`src/swfl_defines.svh`:
```
/*
 * Constants of the status word and flag logic: status bit positions,
 * the writable mask of the upper byte, reset values and sizes.
 * Assumes it is included by its bare name from the block's files only.
 */
`ifndef SWFL_DEFINES_SVH
`define SWFL_DEFINES_SVH

// ***************************************************
// status upper byte layout
// ***************************************************
`define SWFL_SU_SENSE 7
`define SWFL_SU_FLAG 6
`define SWFL_SU_IBLOCK 5
`define SWFL_SU_PTR_HI 2
`define SWFL_SU_PTR_LO 0
// bits that software may change; sense and the unused bits 4..3 are not among them
`define SWFL_SU_WRITABLE 8'h67
`define SWFL_SU_RESET 8'h00

// ***************************************************
// status lower byte layout
// ***************************************************
`define SWFL_SL_CC_HI 7
`define SWFL_SL_CC_LO 6
`define SWFL_SL_NIB 5
`define SWFL_SL_BANK 4
`define SWFL_SL_WITHC 3
`define SWFL_SL_OVF 2
`define SWFL_SL_UCMP 1
`define SWFL_SL_CARRY 0
`define SWFL_SL_RESET 8'h00

// ***************************************************
// condition field codes and sizes
// ***************************************************
`define SWFL_CC_POS 2'h1
`define SWFL_CC_ZERO 2'h0
`define SWFL_CC_NEG 2'h2
`define SWFL_STACK_DEPTH 8
`define SWFL_ADDR_W 15
`define SWFL_GPR_COUNT 7
`define SWFL_BANK_SIZE 3

`endif

```
`src/swfl_pkg.sv`:
```
/*
 * Types shared by the status word and flag logic.
 * Assumes the instruction decoder drives one operation per clock.
 */
package swfl_pkg;

    typedef logic [7:0] swfl_byte_t;

    // one decoded operation per cycle
    typedef enum logic [4:0] {
        SWFL_OP_NOP,
        SWFL_OP_LOAD,
        SWFL_OP_ADD,
        SWFL_OP_SUB,
        SWFL_OP_AND,
        SWFL_OP_IOR,
        SWFL_OP_EOR,
        SWFL_OP_CMP,
        SWFL_OP_ROL,
        SWFL_OP_ROR,
        SWFL_OP_TEST,
        SWFL_OP_LDSU,
        SWFL_OP_LDSL,
        SWFL_OP_PRSU,
        SWFL_OP_PRSL,
        SWFL_OP_CLSU,
        SWFL_OP_CLSL,
        SWFL_OP_STSU,
        SWFL_OP_STSL,
        SWFL_OP_TSSU,
        SWFL_OP_TSSL,
        SWFL_OP_CALL,
        SWFL_OP_RET,
        SWFL_OP_RET_EN,
        SWFL_OP_BRANCH
    } swfl_op_e;

    typedef enum logic [1:0] {
        SWFL_ALU_ADD,
        SWFL_ALU_SUB,
        SWFL_ALU_ROL,
        SWFL_ALU_ROR
    } swfl_alu_mode_e;

endpackage

```
`src/swfl_alu_if.sv`:
```
/*
 * Carrier between the main status logic and its adder/rotator.
 * Assumes both ends sit on the same clock; the path is combinational.
 */
`timescale 1ns/1ps

interface swfl_alu_if;
    import swfl_pkg::*;
    swfl_byte_t a;
    swfl_byte_t b;
    swfl_alu_mode_e mode;
    logic with_carry;
    logic carry_in;
    swfl_byte_t result;
    logic carry_out;
    logic ovf_out;
    logic nib_out;

    modport alu (
        input a, b, mode, with_carry, carry_in,
        output result, carry_out, ovf_out, nib_out
    );
    modport user (
        output a, b, mode, with_carry, carry_in,
        input result, carry_out, ovf_out, nib_out
    );
endinterface

```
`src/swfl_alu.sv`:
```
/*
 * Adder, subtractor and rotator with carry, overflow and nibble carry.
 * Assumes the caller decides which flags to keep for each operation.
 */
`timescale 1ns/1ps

module swfl_alu (
    swfl_alu_if.alu port
);
    import swfl_pkg::*;

    // ***************************************************
    // add and subtract
    // ***************************************************
    wire is_sub = (port.mode == SWFL_ALU_SUB);
    wire [7:0] b_eff = is_sub ? ~port.b : port.b;
    // without carry a subtract gets its own "no borrow" input; with carry,
    // a stored carry of 1 means no borrow
    wire cin_eff = port.with_carry ? port.carry_in : is_sub;
    wire [4:0] low_sum = {1'b0, port.a[3:0]} + {1'b0, b_eff[3:0]} + {4'h0, cin_eff};
    wire [8:0] full_sum = {1'b0, port.a} + {1'b0, b_eff} + {8'h00, cin_eff};
    wire sum_ovf = is_sub
        ? (port.a[7] != port.b[7]) && (full_sum[7] != port.a[7])
        : (port.a[7] == port.b[7]) && (full_sum[7] != port.a[7]);

    // ***************************************************
    // rotates, nine bits wide when carry takes part
    // ***************************************************
    wire rot_left = (port.mode == SWFL_ALU_ROL);
    wire fill_left = port.with_carry ? port.carry_in : port.a[7];
    wire fill_right = port.with_carry ? port.carry_in : port.a[0];
    wire [7:0] rot_res = rot_left ? {port.a[6:0], fill_left} : {fill_right, port.a[7:1]};
    wire rot_carry = rot_left ? port.a[7] : port.a[0];

    always_comb begin
        if (port.mode == SWFL_ALU_ADD || is_sub) begin
            port.result = full_sum[7:0];
            port.carry_out = full_sum[8];
            port.ovf_out = sum_ovf;
            port.nib_out = low_sum[4];
        end else begin
            port.result = rot_res;
            port.carry_out = rot_carry;
            port.ovf_out = ~port.a[7] & rot_res[7];
            port.nib_out = rot_res[5];
        end
    end
endmodule

```
`src/swfl_ret_stack.sv`:
```
/*
 * Return address storage: a small flip-flop array, written and read by index.
 * Assumes the owner keeps the level pointer and wraps it.
 */
`timescale 1ns/1ps

module swfl_ret_stack #(
    parameter int DEPTH = 8,
    parameter int ADDR_W = 15
) (
    input wire logic clk_in,
    input wire logic resetn_in,
    input wire logic write_in,
    input wire logic [$clog2(DEPTH)-1:0] write_level_in,
    input wire logic [ADDR_W-1:0] write_data_in,
    input wire logic [$clog2(DEPTH)-1:0] read_level_in,
    output logic [ADDR_W-1:0] read_data_out
);
    // the pointer wraps by plain overflow, so depth must be a power of two
    if (DEPTH < 2 || (DEPTH & (DEPTH - 1)) != 0) begin : g_bad_depth
        $error("swfl_ret_stack: DEPTH must be a power of two");
    end

    logic [ADDR_W-1:0] level_reg [DEPTH];

    always_ff @(posedge clk_in or negedge resetn_in) begin
        if (!resetn_in) begin
            for (int i = 0; i < DEPTH; i++) begin
                level_reg[i] <= '0;
            end
        end else if (write_in) begin
            level_reg[write_level_in] <= write_data_in;
        end
    end

    assign read_data_out = level_reg[read_level_in];
endmodule

```
`src/swfl_core.sv`:
```
/*
 * Status control word, flag logic, general registers and return stack
 * of an 8-bit processor.
 * Assumes one decoded operation per clock from the instruction decoder,
 * and raw asynchronous sense and interrupt request pins.
 */
`timescale 1ns/1ps
`include "swfl_defines.svh"

module swfl_core #(
    parameter int STACK_DEPTH = `SWFL_STACK_DEPTH,
    parameter int ADDR_W = `SWFL_ADDR_W
) (
    input wire logic clk_in,
    input wire logic resetn_in,
    input swfl_pkg::swfl_op_e op_in,
    input wire logic [1:0] reg_num_in,
    input wire logic reg_to_reg_in,
    input wire logic [7:0] operand_in,
    input wire logic [ADDR_W-1:0] target_in,
    input wire logic [ADDR_W-1:0] return_addr_in,
    input wire logic fetch_step_in,
    input wire logic int_taken_in,
    input wire logic sense_pin_in,
    input wire logic int_req_n_in,
    output logic flag_out,
    output logic int_pending_out,
    output logic [7:0] status_upper_out,
    output logic [7:0] status_lower_out,
    output logic [7:0] reg_data_out,
    output logic [ADDR_W-1:0] next_fetch_pointer_out
);
    import swfl_pkg::*;

    localparam int PTR_W = $clog2(STACK_DEPTH);

    if (STACK_DEPTH != `SWFL_STACK_DEPTH || ADDR_W < 1) begin : g_bad_depth
        $error("swfl_core: pointer field holds exactly eight levels");
    end

    // ***************************************************
    // pin synchronisers
    // ***************************************************
    logic sense_meta_reg;
    logic sense_sync_reg;
    logic req_meta_reg;
    logic req_sync_reg;

    always_ff @(posedge clk_in or negedge resetn_in) begin
        if (!resetn_in) begin
            sense_meta_reg <= 1'b0;
            sense_sync_reg <= 1'b0;
            req_meta_reg <= 1'b1;
            req_sync_reg <= 1'b1;
        end else begin
            sense_meta_reg <= sense_pin_in;
            sense_sync_reg <= sense_meta_reg;
            req_meta_reg <= int_req_n_in;
            req_sync_reg <= req_meta_reg;
        end
    end

    // ***************************************************
    // state
    // ***************************************************
    logic [7:0] su_reg;
    logic [7:0] su_next;
    logic [7:0] sl_reg;
    logic [7:0] sl_next;
    logic [7:0] gpr_reg [`SWFL_GPR_COUNT];
    logic [ADDR_W-1:0] fetch_reg;
    logic [ADDR_W-1:0] fetch_next;
    logic pending_reg;
    logic [7:0] data_out_reg;

    // ***************************************************
    // register bank selection
    // ***************************************************
    wire bank_sel = sl_reg[`SWFL_SL_BANK];
    wire [2:0] bank_base = bank_sel ? 3'(`SWFL_BANK_SIZE) : 3'h0;
    // register zero sits outside the banks and is always index 0
    wire [2:0] x_index = (reg_num_in == 2'h0) ? 3'h0 : 3'(reg_num_in) + bank_base;
    wire [2:0] dest_index = reg_to_reg_in ? 3'h0 : x_index;
    wire [7:0] reg_x = gpr_reg[x_index];
    wire [7:0] reg_zero = gpr_reg[0];
    // reg-to-reg forms work on register zero with register x as source
    wire [7:0] first_opd = reg_to_reg_in ? reg_zero : reg_x;
    wire [7:0] second_opd = reg_to_reg_in ? reg_x : operand_in;

    // ***************************************************
    // adder and rotator
    // ***************************************************
    swfl_alu_if alu_bus ();

    assign alu_bus.a = first_opd;
    assign alu_bus.b = second_opd;
    assign alu_bus.with_carry = sl_reg[`SWFL_SL_WITHC];
    assign alu_bus.carry_in = sl_reg[`SWFL_SL_CARRY];
    assign alu_bus.mode = (op_in == SWFL_OP_SUB) ? SWFL_ALU_SUB :
                          (op_in == SWFL_OP_ROL) ? SWFL_ALU_ROL :
                          (op_in == SWFL_OP_ROR) ? SWFL_ALU_ROR : SWFL_ALU_ADD;

    swfl_alu u_alu (
        .port(alu_bus)
    );

    // ***************************************************
    // compare and test
    // ***************************************************
    wire cmp_unsigned = sl_reg[`SWFL_SL_UCMP];
    wire cmp_gt = cmp_unsigned ? (first_opd > second_opd)
                               : ($signed(first_opd) > $signed(second_opd));
    wire cmp_eq = (first_opd == second_opd);
    wire [1:0] cmp_cc = cmp_eq ? `SWFL_CC_ZERO : (cmp_gt ? `SWFL_CC_POS : `SWFL_CC_NEG);
    wire [7:0] su_view = {sense_sync_reg, su_reg[6:0]};
    wire [7:0] test_src = (op_in == SWFL_OP_TSSU) ? su_view :
                          (op_in == SWFL_OP_TSSL) ? sl_reg : reg_x;
    // all ones under the mask gives zero code, never 11
    wire [1:0] test_cc = ((test_src & operand_in) == operand_in) ? `SWFL_CC_ZERO
                                                                : `SWFL_CC_NEG;

    // ***************************************************
    // register write data
    // ***************************************************
    logic [7:0] wr_data;
    logic wr_en;

    always_comb begin
        wr_en = 1'b1;
        case (op_in)
            SWFL_OP_LOAD: wr_data = second_opd;
            SWFL_OP_ADD, SWFL_OP_SUB, SWFL_OP_ROL, SWFL_OP_ROR: wr_data = alu_bus.result;
            SWFL_OP_AND: wr_data = first_opd & second_opd;
            SWFL_OP_IOR: wr_data = first_opd | second_opd;
            SWFL_OP_EOR: wr_data = first_opd ^ second_opd;
            SWFL_OP_STSU: wr_data = su_view;
            SWFL_OP_STSL: wr_data = sl_reg;
            default: begin
                wr_data = 8'h00;
                wr_en = 1'b0;
            end
        endcase
    end

    wire stsx_op = (op_in == SWFL_OP_STSU) || (op_in == SWFL_OP_STSL);
    wire [2:0] wr_index = stsx_op ? 3'h0 : dest_index;
    wire [1:0] data_cc = (wr_data == 8'h00) ? `SWFL_CC_ZERO :
                         (wr_data[7] ? `SWFL_CC_NEG : `SWFL_CC_POS);

    // ***************************************************
    // return stack and level pointer
    // ***************************************************
    wire [PTR_W-1:0] level_ptr = su_reg[`SWFL_SU_PTR_HI:`SWFL_SU_PTR_LO];
    wire do_call = (op_in == SWFL_OP_CALL);
    wire do_ret = (op_in == SWFL_OP_RET) || (op_in == SWFL_OP_RET_EN);
    wire [PTR_W-1:0] level_up = level_ptr + PTR_W'(1);
    wire [PTR_W-1:0] level_down = level_ptr - PTR_W'(1);
    wire [ADDR_W-1:0] stack_top;

    swfl_ret_stack #(
        .DEPTH(STACK_DEPTH),
        .ADDR_W(ADDR_W)
    ) u_stack (
        .clk_in(clk_in),
        .resetn_in(resetn_in),
        .write_in(do_call),
        .write_level_in(level_up),
        .write_data_in(return_addr_in),
        .read_level_in(level_ptr),
        .read_data_out(stack_top)
    );

    // ***************************************************
    // interrupt acceptance
    // ***************************************************
    // a request is taken only while the block bit is clear
    wire int_accept = ~req_sync_reg & ~su_reg[`SWFL_SU_IBLOCK] & ~pending_reg;

    // ***************************************************
    // status next values
    // ***************************************************
    always_comb begin
        su_next = su_reg;
        sl_next = sl_reg;
        case (op_in)
            SWFL_OP_LDSU: su_next = (su_reg & ~`SWFL_SU_WRITABLE)
                                  | (reg_zero & `SWFL_SU_WRITABLE);
            SWFL_OP_PRSU: su_next = su_reg | (operand_in & `SWFL_SU_WRITABLE);
            SWFL_OP_CLSU: su_next = su_reg & ~(operand_in & `SWFL_SU_WRITABLE);
            SWFL_OP_LDSL: sl_next = reg_zero;
            SWFL_OP_PRSL: sl_next = sl_reg | operand_in;
            SWFL_OP_CLSL: sl_next = sl_reg & ~operand_in;
            SWFL_OP_CMP: sl_next[`SWFL_SL_CC_HI:`SWFL_SL_CC_LO] = cmp_cc;
            SWFL_OP_TEST, SWFL_OP_TSSU, SWFL_OP_TSSL: begin
                sl_next[`SWFL_SL_CC_HI:`SWFL_SL_CC_LO] = test_cc;
            end
            SWFL_OP_CALL: su_next[`SWFL_SU_PTR_HI:`SWFL_SU_PTR_LO] = level_up;
            SWFL_OP_RET, SWFL_OP_RET_EN: begin
                su_next[`SWFL_SU_PTR_HI:`SWFL_SU_PTR_LO] = level_down;
            end
            default: begin
                su_next = su_reg;
            end
        endcase
        if (wr_en) begin
            sl_next[`SWFL_SL_CC_HI:`SWFL_SL_CC_LO] = data_cc;
        end
        if (op_in == SWFL_OP_ADD || op_in == SWFL_OP_SUB ||
            ((op_in == SWFL_OP_ROL || op_in == SWFL_OP_ROR) && sl_reg[`SWFL_SL_WITHC])) begin
            sl_next[`SWFL_SL_CARRY] = alu_bus.carry_out;
            sl_next[`SWFL_SL_OVF] = alu_bus.ovf_out;
            sl_next[`SWFL_SL_NIB] = alu_bus.nib_out;
        end
        if (op_in == SWFL_OP_RET_EN) begin
            su_next[`SWFL_SU_IBLOCK] = 1'b0;
        end
        // acceptance wins over a clear in the same cycle
        if (int_accept) begin
            su_next[`SWFL_SU_IBLOCK] = 1'b1;
        end
        su_next[`SWFL_SU_SENSE] = 1'b0;
        su_next[4:3] = 2'h0;
    end

    // ***************************************************
    // fetch pointer next value
    // ***************************************************
    always_comb begin
        if (do_ret) begin
            fetch_next = stack_top;
        end else if (do_call || op_in == SWFL_OP_BRANCH) begin
            fetch_next = target_in;
        end else if (fetch_step_in) begin
            fetch_next = fetch_reg + ADDR_W'(1);
        end else begin
            fetch_next = fetch_reg;
        end
    end

    // ***************************************************
    // registers
    // ***************************************************
    always_ff @(posedge clk_in or negedge resetn_in) begin
        if (!resetn_in) begin
            su_reg <= `SWFL_SU_RESET;
            sl_reg <= `SWFL_SL_RESET;
            fetch_reg <= '0;
            pending_reg <= 1'b0;
        end else begin
            su_reg <= su_next;
            sl_reg <= sl_next;
            fetch_reg <= fetch_next;
            pending_reg <= int_accept | (pending_reg & ~int_taken_in);
        end
    end

    always_ff @(posedge clk_in or negedge resetn_in) begin
        if (!resetn_in) begin
            for (int i = 0; i < `SWFL_GPR_COUNT; i++) begin
                gpr_reg[i] <= 8'h00;
            end
            data_out_reg <= 8'h00;
        end else begin
            if (wr_en) begin
                gpr_reg[wr_index] <= wr_data;
            end
            data_out_reg <= reg_x;
        end
    end

    // ***************************************************
    // outputs
    // ***************************************************
    assign flag_out = su_reg[`SWFL_SU_FLAG];
    assign int_pending_out = pending_reg;
    assign status_upper_out = su_view;
    assign status_lower_out = sl_reg;
    assign reg_data_out = data_out_reg;
    assign next_fetch_pointer_out = fetch_reg;
endmodule

```
`config.mk`:
```
export PLATFORM = sky130hd
export DESIGN_NAME = swfl_core
export DESIGN_NICKNAME = d
export VERILOG_FILES = /design/src/swfl_pkg.sv /design/src/swfl_alu_if.sv /design/src/swfl_alu.sv /design/src/swfl_ret_stack.sv /design/src/swfl_core.sv
export VERILOG_INCLUDE_DIRS = /design/src
export SDC_FILE = /design/constraint.sdc
export NUM_CORES = 1
export LEC_CHECK = 0
export BUFFER_PORTS_ARGS = -buffer_cell sky130_fd_sc_hd__buf_4
export CORE_ASPECT_RATIO = 1.1
export CORE_MARGIN = 2
export CORE_UTILIZATION = 51
export CTS_CLUSTER_DIAMETER = 120
export DETAILED_ROUTE_END_ITERATION = 7
export PLACE_DENSITY_LB_ADDON = 0.2
export SLEW_MARGIN = 20
export SYNTH_ARGS = -nofsm -noshare
export SYNTH_HDL_FRONTEND = slang
export SYNTH_HIERARCHICAL = 1
export SYNTH_SLANG_ARGS = --single-unit
```
`constraint.sdc`:
```
create_clock -name clk_in -period 6.6 [get_ports clk_in]
set_clock_uncertainty 0.05 [all_clocks]
set_input_delay 1.32 -clock clk_in [delete_from_list [all_inputs] [get_ports clk_in]]
set_output_delay 1.32 -clock clk_in [all_outputs]
set_load 0.02 [all_outputs]
```
## Yosys cells after proc, flatten, opt, wreduce, memory -nomap -nowiden

Index checks and enable logic that the tools add are counted.

- Output and inout port bits: 41
- Flip-flop bits (word level): 217
- Word-level logic and storage cells: 181
- Bits of input ports: 52

- Add/sub/neg operators: 8
- Order comparisons: 8
- Muxes and demuxes: 55
- Equal/unequal tests: 31
- Reductions and logical operators: 26
- Bitwise gates (word level): 25

Operators by type and width:

| operator | number |
|---|---|
| bitwise mux 120 bit | 1 |
| 2-to-1 mux 15 bit | 6 |
| 2-to-1 mux 8 bit | 10 |
| bitwise mux 56 bit | 1 |
| case mux 8 bit (7 select lines) | 1 |
| binary-select mux 15 bit (select 3 bit) | 1 |
| demux 15 bit (select 3 bit) | 1 |
| equality test 5 bit (second input constant) | 9 |
| equality test 5 x 4 -> 1 bit (second input constant) | 8 |
| AND 8 bit | 3 |
| binary-select mux 8 bit (select 3 bit) | 1 |
| demux 8 bit (select 3 bit) | 1 |
| equality test 5 x 3 -> 1 bit (second input constant) | 4 |
| 2-to-1 mux 2 bit | 10 |
| case mux 6 bit (3 select lines) | 1 |
| equality test 8 bit | 2 |
| >= comparator 4 bit (second input constant) | 4 |
| greater-than comparator 8 bit | 2 |
| NOT 3 -> 4 bit | 4 |
| NOT 8 bit | 2 |
| bitwise OR 8 bit | 2 |
| adder 15 x 1 -> 15 bit (second input constant) | 1 |
| 2-to-1 mux 1 bit | 15 |
| case mux 3 bit (5 select lines) | 1 |
| other kinds (36) | 62 |

## Logic depth before layout (Yosys ltp)

Gate-level depths: netlist of run 1.

- Word-level depth: 17
- Mapped depth: 24
- Mapped depth without buffers: 21

## Hierarchy

Netlist of run 1, hierarchy kept.

Modules (own cells, without submodules):

| module | seq. area each (um^2) | area each (um^2) | times used | cells each |
|---|---|---|---|---|
| swfl_core | 2429.8 | 7126.8 | 1 | 785 |
| swfl_ret_stack | 3002.9 | 5622.9 | 1 | 316 |
| swfl_alu | 0.0 | 671.9 | 1 | 91 |

## Worst setup path after synthesis of run 1

No wires, ideal clock.

- Kind: input -> register
- Start point: input port reg_num_in[1]
- End point: register sl_reg[6] (netlist: status_lower_out[6])
- Stages on the path: 22
- Slack: 0.680 ns
- Data arrival time: 5.729 ns
- Path buffers: 2
- Required time: 6.410 ns
- Library setup time: 0.140 ns
- Cell sequence: buf_2 > inv_1 > fa_1 > buf_4 > o21ba_2 > a221oi_1 > a21oi_1 > mux2i_1 > inv_1 > xnor2_1 > fa_1 > fa_1 > a21o_1 > a21o_1 > xor2_1 > nor2_1 > a21oi_1 > a222oi_1 > and4_1 > o211a_1 > nor4b_2 > o311ai_1

- Word-level cells in the longest chain between the ends: 16
- Elaborated cells between the ends (all ways): 32
- Classes of those cells: add/sub: 3; order compare: 2; eq/ne: 1; mux: 19; bitwise: 5; reduce/logical: 2

Ends and longest elaborated chain:

| what | line | text |
|---|---|---|
| start: declaration | swfl_core.sv:17 | `input wire logic [1:0] reg_num_in,` |
| adder 2 x 2 -> 3 bit or logical NOT 2 bit (tied branches) | swfl_core.sv:82 | `wire [2:0] x_index = (reg_num_in == 2'h0) ? 3'h0 : 3'(reg_num_in) + bank_base;` |
| 2-to-1 mux 3 bit (*) | swfl_core.sv:82 |  |
| NOT 3 -> 4 bit (not written as such) (*) | swfl_core.sv:84 | `wire [7:0] reg_x = gpr_reg[x_index];` |
| binary-select mux 8 bit (select 3 bit) (*) | swfl_core.sv:84 |  |
| 2-to-1 mux 8 bit (not written as such) (*) (2 in a row) | swfl_core.sv:84 |  |
| via reg_x[0] | swfl_core.sv:84 |  |
| 2-to-1 mux 8 bit (*) | swfl_core.sv:88 | `wire [7:0] second_opd = reg_to_reg_in ? reg_x : operand_in;` |
| via alu_bus.b[0] | swfl_alu_if.sv:10 | `swfl_byte_t b;` |
| (+2 left out) | n/a |  |
| adder 8 x 8 -> 9 bit (*) | swfl_alu.sv:21 | `wire [8:0] full_sum = {1'b0, port.a} + {1'b0, b_eff} + {8'h00, cin_eff};` |
| adder 9 x 1 -> 9 bit (*) | swfl_alu.sv:21 |  |
| 2-to-1 mux 8 bit (*) | swfl_alu.sv:36 | `if (port.mode == SWFL_ALU_ADD \|\| is_sub) begin` |
| via alu_bus.result[4] | swfl_alu_if.sv:14 | `swfl_byte_t result;` |
| case mux 8 bit (7 select lines) (*) | swfl_core.sv:130 | `case (op_in)` |
| logical NOT 8 bit (*) | swfl_core.sv:147 | `` wire [1:0] data_cc = (wr_data == 8'h00) ? `SWFL_CC_ZERO : `` |
| 2-to-1 mux 2 bit (*) | swfl_core.sv:147 |  |
| 2-to-1 mux 2 bit (*) | swfl_core.sv:205 | `if (wr_en) begin` |
| end signal: assignment | swfl_core.sv:246 | `` sl_reg <= `SWFL_SL_RESET; `` |
| end signal: assignment | swfl_core.sv:251 | `sl_reg <= sl_next;` |
| end: declaration | swfl_core.sv:68 | `logic [7:0] sl_reg;` |

The timed path passes the listed nets; every way through them passes the cells marked *. The select of a mux whose other input is x is not followed.
A chain may end at the register's enable or synchronous reset.

## Worst setup path in the final report of run 1

- Start point: input port reg_num_in[0]
- End point: register gpr_reg[38] in the netlist's numbering

- Word-level cells in the longest chain between the ends: 14
- Elaborated cells between the ends (all ways): 28
- Classes of those cells: add/sub: 3; order compare: 2; mux: 15; bitwise: 6; reduce/logical: 2

Ends and longest elaborated chain:

| what | line | text |
|---|---|---|
| adder 2 x 2 -> 3 bit or logical NOT 2 bit (tied branches) | swfl_core.sv:82 |  |
| 2-to-1 mux 3 bit (*) | swfl_core.sv:82 |  |
| NOT 3 -> 4 bit (not written as such) (*) | swfl_core.sv:84 |  |
| binary-select mux 8 bit (select 3 bit) (*) | swfl_core.sv:84 |  |
| 2-to-1 mux 8 bit (not written as such) (*) (2 in a row) | swfl_core.sv:84 |  |
| via reg_x[0] | swfl_core.sv:84 |  |
| 2-to-1 mux 8 bit (*) | swfl_core.sv:88 |  |
| via alu_bus.b[0] | swfl_alu_if.sv:10 |  |
| NOT 8 bit | swfl_alu.sv:16 | `wire [7:0] b_eff = is_sub ? ~port.b : port.b;` |
| 2-to-1 mux 8 bit (*) | swfl_alu.sv:16 |  |
| adder 8 x 8 -> 9 bit (*) | swfl_alu.sv:21 |  |
| adder 9 x 1 -> 9 bit (*) | swfl_alu.sv:21 |  |
| 2-to-1 mux 8 bit (*) | swfl_alu.sv:36 |  |
| via alu_bus.result[6] | swfl_alu_if.sv:14 |  |
| case mux 8 bit (7 select lines) (*) | swfl_core.sv:130 |  |
| bitwise mux 56 bit (*) | swfl_core.sv:265 | `gpr_reg[wr_index] <= wr_data;` |
| end signal: indexed assignment | swfl_core.sv:265 |  |
| end: declaration | swfl_core.sv:70 | `` logic [7:0] gpr_reg [`SWFL_GPR_COUNT]; `` |

Marks and branches as above.

==> metrics, run 1 <==
DRC=0; maximum fanout along the worst path=20; Async S/R FF share, synth=100%; critical setup path kind=input pin to register; RSZ-0062 raised after global routing=no; yosys warns=6; Hold Vio Cnt, Final=0; slowest cell delay on critical path=about 580 ps; Starting Density=51.6%; Post-CTS Hold Buffers=0; post-synthesis cell area=0.0134 mm^2; GRT Overall Usage=26.5%; Worst slew margin=26.8%; port buffer count=90; sequential cell area fraction in the yosys report=40.5%; Multi-input gate area=0.00735 mm^2; depth of the CTS H-tree=1; die area=between 0.02 and 0.03 mm^2; worst-case clock buffer depth=3; PwrDens=366 mW/mm^2; pin count of the biggest net entering global routing=86; DRT iter0 DRCs=930; number of routed nets with antenna violations=0; share of layout cells above drive strength 1=31.4%; Worst-path clk slew=about 60 ps; Main synth FF type=dfrtp_1; Setup TNS=0 ps; die boundary width=159 um; area grow syn2layout=12.0%; peak supply drop=0.000232 V; WL/cell=22.2 um; number of fill cells=2,206; Pleak=0.00712 uW; crit end category=register; Tot Pwr=approximately 5500 uW; routed vias=around 10,000; first-pass GRT wire length=56.7 mm; Core Region=0.0260 mm^2; row count=62; layout net count=1,348; postcts setup bufs=0; CP Launch Type=input pin; Yosys cell types=93; synthesis-stage register bit count=about 220; CP max stage cell=fa_1; vias in the first global route=9,993; crit-path cells=buf_4 > ha_1 > inv_1 > fa_1 > buf_4 > o21ai_0 > a21oi_1 > mux2i_1 > inv_1 > xnor2_1 > fa_1 > fa_1 > a21o_1 > a21o_1 > a21o_1 > a211o_1 > nand2_1 > and3_1 > o21ai_0 > mux2_2; # Max-Cap Violations=0; IO Count=93; Final min period=6060 ps; Routability Congestion=0.951; clock buffer count from CTS=24; fin crit share=around nine tenths; max reg flops=120; Worst Max-Slew Pin Slew=1090 ps; TritonCTS clock tree=built; die height=174 um; Antenna Cells=0; outcome=completed; Critical Path RT=6960 ps; Final Non-Filler Cells=1,624; Storage cell area=0.00543 mm^2; Slew Limit Fails=0; fin worst setup slack=543 ps; initial antenna violation count=0; WL final=36.1 mm; Layout Utilization=57.8%; number of synthesized flops with an enable pin=0; Max Fclk=165 MHz; Overflow after GRT=0; Root Buffer=clkbuf_16; crit-path leading delay family=compound AO/OA/AOI/OAI gates; Setup violations, final=0; pre-CTS setup slack=74.5 ps; TritonCTS Sinks=217; placed wire-length estimate=between 20 and 30 mm; Crit path buffers/inverters=4; Post-Synthesis Cells=1,192; Resized Gates After CTS=0; Post-Place Cells=approximately 1,600; Arr. time, crit path=~6400 ps; worst hold path class=register to register; DRT Pass-1 Iters=7; Worst-Skew Late Latency=530 ps; Via density=6.19; Mean Syn Cell Area=11.3 um^2
[layer usage]
layer	vias to the layer above	track usage, %	share of wire (%)
li1	4556	-	-
met1	4975	36.3	42
met2	434	42.3	46
met3	93	4.64	8.1
met4	0	9.61	3.9
met5	-	0	0
[synth_stat cells (7+ instances only)]
| library cell | count | area share (%) |
|---|---|---|
| a21o_1 | 8 | 0.45 |
| o21a_1 | 7 | 0.39 |
| ha_1 | 36 | 3.4 |
| nor2_1 | 66 | 1.8 |
| inv_1 | 42 | 1.2 |
| mux2_2 | 187 | 16 |
| o22ai_1 | 16 | 0.75 |
| o21ai_0 | 48 | 1.8 |
| xor2_1 | 10 | 0.65 |
| nor3_1 | 18 | 0.67 |
| nand2_1 | 70 | 2.0 |
| nor2b_1 | 13 | 0.61 |
| clkbuf_1 | 20 | 0.56 |
| mux2_4 | 11 | 1.2 |
| mux4_1 | 20 | 3.9 |
| a22oi_1 | 7 | 0.39 |
| dfrtp_1 | 215 | 40 |
| a211oi_1 | 15 | 0.84 |
| nand3_1 | 31 | 1.2 |
| buf_6 | 15 | 1.3 |
| mux2i_1 | 30 | 2.2 |
| buf_2 | 21 | 0.78 |
| nand2b_1 | 13 | 0.61 |
| and3_1 | 8 | 0.37 |
| a222oi_1 | 8 | 0.60 |
| xnor2_1 | 18 | 1.2 |
| buf_4 | 12 | 0.67 |
| mux4_2 | 11 | 1.8 |
| a21oi_1 | 55 | 2.1 |
| o211a_1 | 8 | 0.60 |
| o211ai_1 | 10 | 0.56 |
[final cells by class]
cell class / instances / share of cell area (%)
Sequential cell: 217 / 36.2
Tap cell: 352 / 2.93
Clock buffer: 30 / 4.21
Timing Repair Buffer: 114 / 5.83
Multi-Input combinational cell: 857 / 48.9
Inverter: 43 / 1.07
Clock inverter: 11 / 0.883
[logic make-up after synthesis]
kind of cell	share of synthesized area, %
xor+xnor	1.95
simple gates	11.2
mux	24.9
fa+ha+maj	3.80
flops	40.5
other cells	0.0279
compound gates	12.7
buf+inv	4.87
[placed cells by master (no fill, tap or decap), types with 7 or more instances in the layout]
master,Yosys,layout
dfrtp_1,215,214
and3_1,8,8
a22oi_1,7,7
a21oi_1,55,54
a222oi_1,8,8
nand3_1,31,31
buf_4,12,112
mux2_4,11,11
o211ai_1,10,10
o22ai_1,16,16
nor3_1,18,17
a21o_1,8,8
o21a_1,7,7
mux4_2,11,11
xor2_1,10,10
inv_1,42,42
mux2i_1,30,30
nor2b_1,13,13
nor2_1,66,66
nand2b_1,13,13
ha_1,36,36
o211a_1,8,8
a211oi_1,15,15
o21ai_0,48,47
xnor2_1,18,18
mux4_1,20,20
nand2_1,70,70
clkbuf_16,0,24
mux2_2,187,187
[path summary, 6_finish.rpt]
check | startpoint | endpoint | slack [ps] | depth (start not counted)
worst max-delay path | reg_num_in[0] | gpr_reg[38] | 540 | 20
worst min register to register | sense_meta_reg | sense_sync_reg | 300 | 0
min in group asynchronous | resetn_in | status_lower_out[7] | 740 | 1
worst max register to register | status_lower_out[4] | gpr_reg[38] | 950 | 19
max in group asynchronous | resetn_in | gpr_reg[7] | 4420 | 2
worst min-delay path | sense_meta_reg | sense_sync_reg | 300 | 0
[where the power goes]
part | switching, uW | internal, uW
clock network | 559 | 762
registers | 327 | 1730
logic | 1080 | 1040
total | 1960 | 3530
[stage by stage]
step | hold WS (ps) | cell area, um^2
after floorplan | 281 | 13400
after global placement | 285 | 14300
after detailed placement | 287 | 14300
after CTS | 301 | 15000
after global routing | 309 | 15000
final | 299 | 15000
Power figures use the tool's default switching activity.
==> run 2: changes to the inputs <==
- clock period: 6.6 -> 7.6 ns (I/O delays scaled with it)
==> run 2 against run 1 <==
Combinational power shrank 15%. Setup slack gained 590 ps. Sequential share of layout area grew 0.17 points. Hold slack gained 5.7 ps. Largest power group unchanged. Highest routed layer unchanged.
==> metrics, run 2 (same netlist as run 1, synthesis figures left out) <==
most frequent cells in the layout=dfrtp_1 (214), mux2_2 (187), buf_4 (100), nand2_1 (70), nor2_1 (66) (was dfrtp_1 (214), mux2_2 (187), buf_4 (112), nand2_1 (70), nor2_1 (66)); Int Pwr=3070 uW (was 3530 uW); slowest cell delay on critical path=650 ps (was 580 ps); combinational share of power=38.1% (was 38.6%); worst hold path class=register to register (unchanged); die boundary width=159 um (unchanged); met2 WL=16.8 mm (was 16.7 mm); PwrDens=319 mW/mm^2 (was 366 mW/mm^2); M1 wire length=15.5 mm (was 15.0 mm); fin crit share=85.1%; crit end category=register (unchanged); Worst-path clk slew=60 ps (about the same); Arr. time, crit path=6830 ps (was 6420 ps); CP max stage cell=fa_1 (unchanged); Max Used Layer=met4 (unchanged); maximum fanout along the worst path=23 (was 20); Levels on crit path=20 (unchanged); Sw Share=35.5% (was 35.8%); Worst-Skew Late Latency=530 ps (about the same); met3 wire len=2.46 mm (was 2.91 mm); placed wire-length estimate=24.4 mm (was 25.0 mm); Final min period=6470 ps; clock buffer count from CTS=24 (unchanged); CP Launch Type=input pin (unchanged); GRT Overall Usage=25.9% (was 26.5%); area grow syn2layout=11.4% (was 12.0%); commonest non-fill, non-tap cell in the layout=dfrtp_1 (unchanged); Pleak=0.00708 uW (was 0.00712 uW); sw power=1690 uW (was 1960 uW); Via density=6.17 (was 6.19); outcome=completed (unchanged); depth of the CTS H-tree=1 (unchanged); Hold Vio Cnt, Final=0 (unchanged); Root Buffer=clkbuf_16 (unchanged); postcts setup bufs=0 (unchanged); DRC=0 (unchanged); Post-CTS Hold Buffers=0 (unchanged); critical setup path kind=input pin to register (unchanged); die area=0.0276 mm^2 (unchanged); port buffer count=90 (unchanged); die height=174 um (unchanged); Critical Path RT=7960 ps (was 6960 ps); Resized Gates After CTS=0 (unchanged); DRT Pass-1 Iters=6 (was 7); Sequential Power Share=37.6% (was 37.4%); Layout Utilization=57.5% (was 57.8%); initial antenna violation count=0 (unchanged); RSZ-0062 raised after global routing=no (unchanged); TritonCTS Sinks=217 (unchanged); routed vias=9,957 (was 10,100); Crit path buffers/inverters=4 (unchanged); crit-path leading delay family=compound AO/OA/AOI/OAI gates (unchanged); Worst Max-Slew Pin Slew=1140 ps (was 1090 ps); worst hold slack=304 ps (was 299 ps); peak supply drop=0.000236 V (was 0.000232 V); Max Fclk=approximately 150 MHz; Antenna Cells=0 (unchanged); layout net count=1,336 (was 1,348); Core Region=0.0260 mm^2 (unchanged); IO Count=93 (unchanged); Slew Limit Fails=0 (unchanged); WL final=35.7 mm (was 36.1 mm); hold path depth=0 (unchanged); worst-case clock buffer depth=3 (unchanged); Setup TNS=0 ps (unchanged); Worst slew margin=22.8% (was 26.8%); max reg flops=120 (unchanged); Overflow after GRT=0 (unchanged); Tot Pwr=4760 uW (was 5490 uW); number of routed nets with antenna violations=0 (unchanged); first-pass GRT wire length=55.6 mm (was 56.7 mm); crit-path cells=buf_4 > ha_1 > inv_1 > fa_1 > buf_4 > o21ai_0 > a21oi_1 > mux2i_1 > inv_1 > xnor2_1 > fa_1 > fa_1 > a21o_1 > a21o_1 > a21o_1 > a211o_1 > nand2_1 > and3_1 > o21ai_0 > mux2_2 (unchanged); Setup violations, final=0 (unchanged); row count=62 (unchanged); pin count of the biggest net entering global routing=76 (was 86); TritonCTS clock tree=built (unchanged); share of layout cells above drive strength 1=30.6% (was 31.4%); R2R cell count=19 (unchanged); WL/cell=22.1 um (was 22.2 um); # Max-Cap Violations=0 (unchanged); DRT iter0 DRCs=838 (was 930); Routability Congestion=0.942 (was 0.951); Starting Density=51.6% (unchanged); vias in the first global route=9,838 (was 9,993); Clk pwr share=24.3% (was 24.0%)
-- run 2: cell types whose count changed in the layout (fill, tap and decap cells not counted), sizes merged --
cell      previous run  this run
bufinv               2         1
clkbuf              30        39
clkinv               6         4
inv                 44        43
buf                114       102
clkinvlp             2         0
-- run 2: per-layer routing --
layer / vias up / GRT usage [%]
met3: 67 / 4.26
met5: - / 0
met2: 391 / 41.1
met1: 4968 / 36.5
met4: 0 / 7.77
li1: 4531 / -
-- run 2: path summary, 6_finish.rpt --
path,startpoint,end,slack [ps]
worst max-delay path,reg_num_in[0],reg_zero[6],1130
worst min-delay path,sense_meta_reg,sense_sync_reg,300
worst max register to register,status_lower_out[4],reg_zero[6],1750
worst min register to register,sense_meta_reg,sense_sync_reg,300
max in group asynchronous,resetn_in,su_reg[0],5200
min in group asynchronous,resetn_in,status_lower_out[0],920
-- run 2: area by class of cell --
cell class / instances / area (um^2)
Multi-Input combinational cell: 857 / 7340
Inverter: 43 / 161
Timing Repair Buffer: 102 / 786
Fill cell: 2211 / 11000
Clock inverter: 5 / 61.3
Sequential cell: 217 / 5430
Tap cell: 352 / 440
Clock buffer: 39 / 727
-- run 2: power groups by stage --
| stage | sequential (uW) | combinational [uW] | clock, uW |
|---|---|---|---|
| 6_report | 1790 | 1810 | 1160 |
| 5_1_grt | 1830 | 1970 | 1230 |
| 4_1_cts | 1790 | 1810 | 1180 |
| 3_5_place_dp | 1800 | 1810 | 0 |
| 3_3_place_gp | 1790 | 1780 | 0 |
| 2_1_floorplan | 1770 | 1290 | 0 |
-- run 2: metrics by stage --
step	setup slack, ps	area (um^2)	instances
final	1130	15000	1615
after global routing	969	15000	1615
after CTS	1260	15000	1615
after detailed placement	723	14200	1571
after global placement	890	14200	1571
after floorplan	1480	13400	1193
==> run 3: changes to the inputs <==
--- a/config.mk
+++ b/config.mk
@@ -14,2 +14,3 @@
 export DETAILED_ROUTE_END_ITERATION = 7
+export MAX_ROUTING_LAYER = met4
 export PLACE_DENSITY_LB_ADDON = 0.2
==> constraint.sdc (replaced) <==
create_clock -name clk_in -period 7.6 [get_ports clk_in]
set_clock_uncertainty 0.05 [all_clocks]
set_input_delay 1.9 -clock clk_in [delete_from_list [all_inputs] [get_ports clk_in]]
set_output_delay 1.9 -clock clk_in [all_outputs]
set_load 0.02 [all_outputs]
==> run 3 against run 2 <==
Die area unchanged. First-iteration DRC count decreased by 2.6%. Clock-buffer cell count decreased by 10. Wire length increased by 0.71%. Fmax decreased by 4.5%. Combinational power about the same. Largest power group is now sequential cells.
==> metrics, run 3 (same netlist as run 1, synthesis figures left out) <==
outcome=completed (unchanged); Critical Path RT=7970 ps (was 7960 ps); row count=62 (unchanged); WL/cell=22.2 um (was 22.1 um); hold path depth=0 (unchanged); port buffer count=90 (unchanged); Resized Gates After CTS=0 (unchanged); peak supply drop=0.000209 V (was 0.000236 V); Starting Density=51.6% (unchanged); commonest non-fill, non-tap cell in the layout=dfrtp_1 (unchanged); PwrDens=321 mW/mm^2 (was 319 mW/mm^2); depth of the CTS H-tree=1 (unchanged); met2 WL=16.6 mm (was 16.8 mm); number of routed nets with antenna violations=0 (unchanged); Int Pwr=3120 uW (was 3070 uW); Setup violations, final=0 (unchanged); RR Startpoint=status_lower_out[4] (unchanged); die height=174 um (unchanged); number of fill cells=2,223 (was 2,211); Sw Share=35.5% (about the same); CP Launch Type=input pin (unchanged); WHS Endpoint=req_sync_reg (was sense_sync_reg); share of layout cells above drive strength 1=31.5% (was 30.6%); Max Used Layer=met4 (unchanged); TritonCTS clock tree=built (unchanged); maximum fanout along the worst path=13 (was 23); Worst Max-Slew Pin Slew=1070 ps (was 1140 ps); max reg flops=120 (unchanged); critical setup path kind=input pin to register (unchanged); initial antenna violation count=0 (unchanged); Antenna Cells=0 (unchanged); Post-CTS Hold Buffers=0 (unchanged); Worst R2R End=gpr_reg[38] (was reg_zero[6]); clock buffer count from CTS=25 (was 24); DRC=0 (unchanged); WL final=35.9 mm (was 35.7 mm); Max Fclk=148 MHz (was 155 MHz); R2R Setup Slk=1800 ps (was 1750 ps); Final min period=6770 ps (was 6470 ps); first-pass GRT wire length=55.9 mm (was 55.6 mm); Clk pwr share=25.4% (was 24.3%); layout net count=1,343 (was 1,336); DRT Pass-1 Iters=8 (was 6); M1 wire length=15.8 mm (was 15.5 mm); IO Count=93 (unchanged); worst hold path class=register to register (unchanged); DRT iter0 DRCs=816 (was 838); worst hold slack=306 ps (was 304 ps); Routability Congestion=0.971 (was 0.942); Pleak=0.00714 uW (was 0.00708 uW); GRT Overall Usage=26.8% (was 25.9%); TritonCTS Sinks=217 (unchanged); area post-placement=0.0142 mm^2 (about the same); sw power=1710 uW (was 1690 uW); Worst-path clk slew=60 ps (about the same); hold path start=req_meta_reg (was sense_meta_reg); RSZ-0062 raised after global routing=no (unchanged); Worst-Skew Late Latency=540 ps (was 530 ps); met3 wire len=2.39 mm (was 2.46 mm); combinational share of power=37.3% (was 38.1%); routed vias=10,100 (was 9,957); R2R cell count=19 (unchanged); # Max-Cap Violations=0 (unchanged); Setup TNS=0 ps (unchanged); final std cell area, no fill=0.0150 mm^2 (about the same); area grow syn2layout=12.0% (was 11.4%); vias in the first global route=9,765 (was 9,838); worst-case clock buffer depth=3 (unchanged); Via density=6.21 (was 6.17); Core Region=0.0260 mm^2 (unchanged); Slew Limit Fails=0 (unchanged); Overflow after GRT=0 (unchanged); pin count of the biggest net entering global routing=95 (was 76); die area=0.0276 mm^2 (unchanged); placed wire-length estimate=24.7 mm (was 24.4 mm); fin crit share=89.1% (was 85.1%); Hold Vio Cnt, Final=0 (unchanged); die boundary width=159 um (unchanged); Root Buffer=clkbuf_16 (unchanged); Worst slew margin=28.5% (was 22.8%); Sequential Power Share=37.3% (was 37.6%); postcts setup bufs=0 (unchanged); crit end category=register (unchanged); Arr. time, crit path=7140 ps (was 6830 ps); Layout Utilization=57.9% (was 57.5%); most frequent cells in the layout=dfrtp_1 (214), mux2_2 (187), buf_4 (107), nand2_1 (70), nor2_1 (66) (was dfrtp_1 (214), mux2_2 (187), buf_4 (100), nand2_1 (70), nor2_1 (66))
-- run 3: changes by cell type in the layout (fill, tap and decap cells not counted), sizes merged --
cell / change
buf: +6
bufinv: +2
clkinv: +6
clkbuf: -10
clkinvlp: +1
inv: +2
-- run 3: power by group through the flow --
stage                     Sequential [uW]  Clock [uW]  Combinational [uW]
final                                1800        1230                1800
after global routing                 1850        1300                1950
after CTS                            1800        1250                1800
after detailed placement             1820           0                1790
after global placement               1800           0                1760
after floorplan                      1770           0                1290
-- run 3: worst max-delay path by stage --
stage                              from             endpoint  cells past startpoint
after floorplan           reg_num_in[1]  status_lower_out[6]                     22
after global placement    reg_num_in[0]           gpr_reg[6]                     20
after detailed placement  reg_num_in[0]          gpr_reg[38]                     20
after CTS                 reg_num_in[0]          gpr_reg[38]                     20
after global routing      reg_num_in[0]  status_lower_out[6]                     21
final                     reg_num_in[0]          gpr_reg[38]                     20
-- run 3: worst max-delay path, stage by stage --
cell	delay, ps
buf_4	170
ha_1	160
inv_1	50
fa_1	710
o21ba_2	260
a221oi_1	260
a21oi_1	180
mux2i_1	340
inv_1	150
xnor2_1	170
fa_1	450
fa_1	420
a21o_1	190
a21o_1	210
a21o_1	210
a211o_1	260
nand2_1	70
and3_1	180
o21ai_0	370
mux2_2	430
-- run 3: final cells by class --
cell class	count	area [um^2]	area share (%)
clock buffer	29	661	4.39
clock inverter	16	176	1.17
inverter	43	161	1.07
multi-input combinational	857	7340	48.8
sequential	217	5430	36.1
tap	352	440	2.93
timing repair buffer	108	818	5.44
-- run 3: routing by layer --
metal	track usage (%)	vias to the layer above
met1	37.2	5031
met4	8.11	0
met3	3.94	89
met5	-	-
met2	41.1	408
li1	-	4552
-- run 3: per-stage QoR --
stage / setup WS, ps / power (uW) / std cells
finish: 828 / 4830 / 1622
global route: 542 / 5100 / 1622
CTS: 892 / 4850 / 1622
detailed placement: 329 / 3600 / 1577
global placement: 430 / 3560 / 1577
floorplan: 1100 / 3060 / 1193
